==> src/hw/adc_conv_pkg.sv <==
// Contract
// - Restart strobe aborts and restarts conversion
// - Aborted conversion never loads output latch
// - Abort keeps done flag high
// - Conversion clock from host or RC
// - Input at negative level gives zero code
// - Straight binary, step is span over 256
// - Last step one and half below full
package adc_conv_pkg;
	// ==========================================
	// Converter widths and reset values
	localparam int CODE_BITS = 8;
	localparam logic [7:0] LATCH_RESET = 8'h00;
	localparam logic [7:0] TRIAL_FIRST = 8'h80;
	localparam logic [7:0] TRIAL_LAST = 8'h01;
	localparam logic FLAG_IDLE = 1'h1;
	// ==========================================
	// Synchroniser lane positions and reset levels
	localparam int LANE_SEL = 0;
	localparam int LANE_WR = 1;
	localparam int LANE_RD = 2;
	localparam int LANE_CCLK = 3;
	localparam int LANE_COMP = 4;
	localparam int LANES = 5;
	localparam logic [4:0] LANES_RESET = 5'h07;
endpackage

==> src/hw/pin_sync.sv <==
`timescale 1ns/1ns
module pin_sync #(
	parameter int WIDTH = 1,
	parameter logic [WIDTH-1:0] RESET_VALUE = '0
) (
	input wire logic clock_in,
	input wire logic arst_n_in,
	input wire logic [WIDTH-1:0] pins_in,
	output logic [WIDTH-1:0] level_out
);
	logic [WIDTH-1:0] s1_r, s2_r, s3_r, level_r;
	logic [WIDTH-1:0] level_nxt;

	if (WIDTH < 1) begin : g_width_check
		$error("pin_sync needs at least one lane");
	end

	// ==========================================
	// Accept a lane once stages two and three agree
	always_comb begin
		level_nxt = level_r;
		for (int i = 0; i < WIDTH; i++) begin
			if (s2_r[i] == s3_r[i]) level_nxt[i] = s3_r[i];
		end
	end

	// Three-stage shift and agreed level
	always_ff @(posedge clock_in or negedge arst_n_in) begin
		if (!arst_n_in) begin
			s1_r <= RESET_VALUE;
			s2_r <= RESET_VALUE;
			s3_r <= RESET_VALUE;
			level_r <= RESET_VALUE;
		end else begin
			s1_r <= pins_in;
			s2_r <= s1_r;
			s3_r <= s2_r;
			level_r <= level_nxt;
		end
	end

	assign level_out = level_r;
endmodule

==> src/hw/adc_conversion_control.sv <==
`timescale 1ns/1ns
module adc_conversion_control (
	input wire logic clock_in,
	input wire logic arst_n_in,
	input wire logic select_n_in,
	input wire logic write_n_in,
	input wire logic read_n_in,
	input wire logic conv_clock_in,
	input wire logic comparator_in,
	output logic [7:0] trial_code_out,
	output logic [7:0] data_out,
	output logic data_oe_n_out,
	output logic conversion_done_flag_n_out
);
	typedef enum logic [2:0] {ST_IDLE, ST_ARM, ST_CONV, ST_LOAD, ST_FLAG} seq_state_e;

	logic [adc_conv_pkg::LANES-1:0] pins_w, lvl_w;
	logic sel_n_w, wr_n_w, rd_n_w, cclk_w, comp_w;
	logic strobe_w, read_w, start_w, cclk_rise_w;
	seq_state_e state_r, state_nxt;
	logic [7:0] sar_r, sar_nxt, mask_r, mask_nxt, latch_r, latch_nxt;
	logic strobe_prev_r, cclk_prev_r, flag_r, flag_nxt, oe_n_r, oe_n_nxt;

	// ==========================================
	// Elaboration guard: the trial walk is eight bits
	if (adc_conv_pkg::CODE_BITS != 8) begin : g_code_bits
		$error("sequencer serves eight-bit codes only");
	end

	// Select paired with an active-low strobe
	function automatic logic both_low(input logic sel_n, input logic strobe_n);
		return !sel_n && !strobe_n;
	endfunction

	// ==========================================
	// Pin synchronisers
	// Every pin is asynchronous, so each lane is filtered
	assign pins_w = {comparator_in, conv_clock_in, read_n_in, write_n_in, select_n_in};

	pin_sync #(
		.WIDTH(adc_conv_pkg::LANES),
		.RESET_VALUE(adc_conv_pkg::LANES_RESET)
	) u_sync (
		.clock_in(clock_in),
		.arst_n_in(arst_n_in),
		.pins_in(pins_w),
		.level_out(lvl_w)
	);

	// Lane unpacking
	assign sel_n_w = lvl_w[adc_conv_pkg::LANE_SEL];
	assign wr_n_w = lvl_w[adc_conv_pkg::LANE_WR];
	assign rd_n_w = lvl_w[adc_conv_pkg::LANE_RD];
	assign cclk_w = lvl_w[adc_conv_pkg::LANE_CCLK];
	assign comp_w = lvl_w[adc_conv_pkg::LANE_COMP];

	// ==========================================
	// Strobe and clock edge decoding
	assign strobe_w = both_low(sel_n_w, wr_n_w);
	assign read_w = both_low(sel_n_w, rd_n_w);
	assign start_w = strobe_prev_r && !strobe_w; // Strobe release
	assign cclk_rise_w = cclk_w && !cclk_prev_r;

	// ==========================================
	// Successive-approximation sequencer
	always_comb begin
		state_nxt = state_r;
		sar_nxt = sar_r;
		mask_nxt = mask_r;
		latch_nxt = latch_r;
		if (strobe_w) begin
			state_nxt = ST_IDLE;
			sar_nxt = '0;
			mask_nxt = '0;
		end else if (start_w) begin
			// fresh conversion start
			// Arm first: comparator still shows the old trial
			state_nxt = ST_ARM;
			sar_nxt = adc_conv_pkg::TRIAL_FIRST;
			mask_nxt = adc_conv_pkg::TRIAL_FIRST;
		end else begin
			unique case (state_r)
				ST_IDLE: begin
					// Waits for a start strobe
				end
				ST_ARM: begin
					if (cclk_rise_w) state_nxt = ST_CONV;
				end
				ST_CONV: begin
					if (cclk_rise_w) begin
						if (!comp_w) sar_nxt = sar_r & ~mask_r;
						if (mask_r == adc_conv_pkg::TRIAL_LAST) begin
							state_nxt = ST_LOAD;
						end else begin
							mask_nxt = mask_r >> 1;
							sar_nxt = (comp_w ? sar_r : (sar_r & ~mask_r)) | (mask_r >> 1);
						end
					end
				end
				ST_LOAD: begin
					latch_nxt = sar_r;
					state_nxt = ST_FLAG;
				end
				ST_FLAG: begin
					// Flag drops at the clock edge that leaves this state, then rest
					state_nxt = ST_IDLE;
				end
			endcase
		end
	end

	// ==========================================
	// Done flag and bus drive
	always_comb begin
		flag_nxt = flag_r;
		if (state_r == ST_FLAG) begin
			flag_nxt = 1'h0;
		end else if (strobe_w || read_w) begin
			flag_nxt = adc_conv_pkg::FLAG_IDLE;
		end
		oe_n_nxt = !read_w;
	end

	// Sequencer registers
	always_ff @(posedge clock_in or negedge arst_n_in) begin
		if (!arst_n_in) begin
			state_r <= ST_IDLE;
			sar_r <= '0;
			mask_r <= '0;
			latch_r <= adc_conv_pkg::LATCH_RESET;
		end else begin
			state_r <= state_nxt;
			sar_r <= sar_nxt;
			mask_r <= mask_nxt;
			latch_r <= latch_nxt;
		end
	end

	// Edge history for strobe release and clock rise
	always_ff @(posedge clock_in or negedge arst_n_in) begin
		if (!arst_n_in) begin
			strobe_prev_r <= 1'h0;
			cclk_prev_r <= 1'h0;
		end else begin
			strobe_prev_r <= strobe_w;
			cclk_prev_r <= cclk_w;
		end
	end

	// Flag and output enable registers
	always_ff @(posedge clock_in or negedge arst_n_in) begin
		if (!arst_n_in) begin
			flag_r <= adc_conv_pkg::FLAG_IDLE;
			oe_n_r <= 1'h1;
		end else begin
			flag_r <= flag_nxt;
			oe_n_r <= oe_n_nxt;
		end
	end

	// Outputs straight from registers
	assign trial_code_out = sar_r;
	assign data_out = latch_r;
	assign data_oe_n_out = oe_n_r;
	assign conversion_done_flag_n_out = flag_r;
endmodule

==> config.mk <==
export PLATFORM = sky130hd
export DESIGN_NAME = adc_conversion_control
export DESIGN_NICKNAME = d
export VERILOG_FILES = /design/src/hw/adc_conv_pkg.sv /design/src/hw/pin_sync.sv /design/src/hw/adc_conversion_control.sv
export SDC_FILE = /design/constraint.sdc
export NUM_CORES = 1
export LEC_CHECK = 0
export BUFFER_PORTS_ARGS = -buffer_cell sky130_fd_sc_hd__buf_2
export CORE_MARGIN = 1.5
export CORE_UTILIZATION = 32
export CTS_BUF_LIST = sky130_fd_sc_hd__clkbuf_8
export DETAILED_ROUTE_END_ITERATION = 16
export PLACE_DENSITY = 0.5
export SYNTH_ARGS = -nofsm -noshare
export SYNTH_HDL_FRONTEND = slang
export SYNTH_SLANG_ARGS = --single-unit
==> constraint.sdc <==
create_clock -name clock_in -period 1.7 [get_ports clock_in]
set_input_delay 0.085 -clock clock_in [delete_from_list [all_inputs] [get_ports clock_in]]
set_output_delay 0.085 -clock clock_in [all_outputs]
set_load 0.02 [all_outputs]
==> impl_metrics.env <==
export IMPL_status="complete, no violations"
export IMPL_switching_power_mw=0.559
export IMPL_nNetsFinal=188
export IMPL_layout_min_cycle_time_ns=1.67
export IMPL_ys_ff_latch=51
export IMPL_ys_seq_area_frac=0.702
export IMPL_drive_gt1_frac=0.357
export IMPL_arrival_ns=1.85
export IMPL_antenna_found_initial=0
export IMPL_first_iter_violations=93
export IMPL_grt_pass1_vias=1090
export IMPL_start_kind="flop"
export IMPL_worstPathCellList="nor2_2 > or2_4 > nor3_4 > buf_12 > mux2_2"
export IMPL_fin_area_um2=2280
export IMPL_cts_tree="yes"
export IMPL_rsz0062_at_grt="true"
export IMPL_initial_utilization=0.333
export IMPL_netlist_area_um2=1840
export IMPL_final_hold_viol_count=0
export IMPL_grt_max_degree=52
export IMPL_setup_viol=0
export IMPL_path_max_fanout=8
export IMPL_grtUsageTotal=0.113
export IMPL_coreArea_um2=5540
export IMPL_fin_hold_ws_ns=0.356
export IMPL_swShare=0.230
export IMPL_wl_per_cell_um=12.7
export IMPL_ys_types=24
export IMPL_grt_pass1_wl_mm=5.30
export IMPL_fmax_mhz=599
export IMPL_maxCapViolCount=0
export IMPL_routed_wl_mm=3.22
export IMPL_hold_path_class="reg -> reg"
export IMPL_syn_num_nets=148
export IMPL_antenna_left=0
export IMPL_hpwl_mm=2.18
export IMPL_clkTransAtPathRegs_ns=0.09
export IMPL_drc_errors=0
export IMPL_ir_drop_mv=0.490
export IMPL_timing_critical_path_max_delay_family="flip-flops"
export IMPL_cts_max_level=2
export IMPL_n_fill_cell=544
export IMPL_die_h_um=78.9
export IMPL_power_density_nw_per_um2=1060
export IMPL_overflow=0
export IMPL_critPathBufInv=1
export IMPL_tightestPinTransition_ns=0.626
export IMPL_synth_top_cell_by_area="dfrtp_1"
export IMPL_insertion_delay_ns=0.30
export IMPL_ios=25
export IMPL_cts_buffer_depth=2
export IMPL_final_period_utilization=0.982
export IMPL_portBuffers=24
export IMPL_slowest_delay_ns=0.56
export IMPL_finClkSkew_ns=0.00515
export IMPL_leakagePower_nw=1.02
export IMPL_synth_edf_count=0
export IMPL_synthFlopType="dfrtp_1"
export IMPL_fp_dieW_um=78.9
export IMPL_power_mw=2.43
export IMPL_synth_warnings=0
export IMPL_async_reset_ff_frac=1.00
export IMPL_via_count=1171
export IMPL_n_antenna_cell=0
export IMPL_end_kind="flop"
export IMPL_seq_power_share=0.556
export IMPL_relSlewSlack=0.582
export IMPL_crit_type="reg -> reg"
export IMPL_cts_root_buffer="clkbuf_8"
export IMPL_syn_area_per_cell_um2=13.1
export IMPL_pwr_share_clk=0.353
export IMPL_synth_area_top_cells="dfrtp_1, dfstp_2, a21oi_1, mux2_2, nand2_1"
export IMPL_utilization=0.412
export IMPL_cellInternalPower_mw=1.87
export IMPL_critPathSlowestCell="dfstp_2"
export IMPL_netlist_instances=141
export IMPL_drt_pass1_iterations=4
export IMPL_die_area_um2=6220
export IMPL_placementRows=27
export IMPL_power_frac_comb=0.091
export IMPL_cts_num_sinks=51
export IMPL_synth_top_area_frac=0.502
export IMPL_drv_slew=0
export IMPL_synthToLayoutAreaGrowth_pct=23.9
export IMPL_worst_ep_required_time_ns=1.88
export IMPL_cts_buffers_inserted=5
export IMPL_place_area_um2=2090
export IMPL_vias_per_cell=4.61
export IMPL_place_congestion=0.753
worst register-to-register path, stage by stage (launching register included):
cell and delay, ns:
dfstp_2 0.56, nor2_2 0.05, or2_4 0.24, nor3_4 0.22
buf_12 0.15, mux2_2 0.33
Yosys cell counts (2+ instances only):
cell type,number
a21oi_1,19
nor3_1,2
clkbuf_1,3
mux2_2,8
maj3_1,5
nand2_1,15
nor2_1,4
o21ai_0,10
dfstp_2,14
dfrtp_1,37
nor3b_1,4
nand2b_1,8
power by group through the flow:
stage	sequential, mW	combinational [mW]	clock, mW
global placement	1.37	0.202	0
global route	1.36	0.248	0.928
CTS	1.35	0.216	0.886
floorplan	1.38	0.109	0
finish	1.35	0.221	0.858
detailed placement	1.37	0.205	0
per-layer routing:
metal,vias to the layer above,global-route usage,part of all wire
met2,23,0.166,0.46
li1,561,-,-
met4,0,0.0526,0.019
met3,6,0.0345,0.037
met1,581,0.151,0.49
met5,-,0,0
state kept, by name, indices dropped and copies added, names as in the netlist:
register / cells
u_sync.s2_r: 5
trial_code_out: 8
conversion_done_flag_n_out: 1
mask_r: 8
data_out: 8
cclk_prev_r: 1
strobe_prev_r: 1
u_sync.s1_r: 5
u_sync.level_out: 5
u_sync.s3_r: 5
data_oe_n_out: 1
state_r: 3
final cells by class:
class                   count  area (um^2)  area share
well taps                  72         90.1      0.0395
flip-flops and latches     51         1290       0.567
multi-input cells          85          533       0.233
inverters                   1         3.75     0.00164
clock buffers               6         82.6      0.0362
clock inverters             2         35.0      0.0153
repair buffers             37          245       0.107
layout by cell type (no fill, tap or decap):
cell / instances
mux2_2: 6
buf_2: 24
or4_1: 1
buf_4: 6
or2_4: 1
o21bai_1: 1
nor4b_1: 1
nand3_1: 1
clkbuf_8: 6
nand2_1: 15
buf_12: 1
mux2_4: 2
dlygate4sd3_1: 6
dfrtp_1: 37
dfstp_2: 14
nor3b_1: 4
and2_1: 1
nand2b_1: 8
clkinv_2: 1
nor2_1: 4
or2_2: 1
nor2b_1: 1
inv_1: 1
nor3_1: 2
bufinv_16: 1
a21oi_1: 19
maj3_1: 5
nor3_4: 1
o21ai_0: 10
nor2_2: 1
what timing repair did:
action,in CTS,in global routing
hold buffers,6,0
endpoints found under the setup margin,0,8
setup buffers,0,1
endpoints found under the hold margin,42,0
gates resized for setup,0,3
kinds of logic after synthesis:
kind of cell / count (synthesis) / synth area share
muxes: 8 / 0.0489
AOI/OAI and AO/OA: 30 / 0.0828
buffers and inverters: 5 / 0.0143
adders and majority gates: 5 / 0.0272
DFF: 51 / 0.702
and+or+nand+nor: 42 / 0.125
through the flow:
| step | std cells | setup TNS [ns] | worst slack, ns |
|---|---|---|---|
| 5_1_grt | 254 | -0.188 | -0.0390 |
| 3_5_place_dp | 239 | 0 | 0.0502 |
| 4_1_cts | 253 | 0 | 0.0317 |
| 6_report | 254 | 0 | 0.0306 |
| 3_3_place_gp | 239 | 0 | 0.0947 |
| 2_1_floorplan | 141 | -0.100 | -0.0125 |
final timing paths:
path,from,end,slack [ns],cells past startpoint
min reg2reg,u_sync.s1_r[4]$_DFF_PN0_,u_sync.s2_r[4]$_DFF_PN0_,0.36,0
min in group asynchronous,arst_n_in,state_r[2]$_DFFE_PN0P_,0.41,3
max in group asynchronous,arst_n_in,data_out[3]$_DFFE_PN0P_,0.86,3
max reg2reg,u_sync.level_out[0]$_DFFE_PN1N_,data_out[5]$_DFFE_PN0P_,0.03,5
max,u_sync.level_out[0]$_DFFE_PN1N_,data_out[5]$_DFFE_PN0P_,0.03,5
min,u_sync.s1_r[4]$_DFF_PN0_,u_sync.s2_r[4]$_DFF_PN0_,0.36,0
Note: power is estimated with default switching activity, not from simulation.
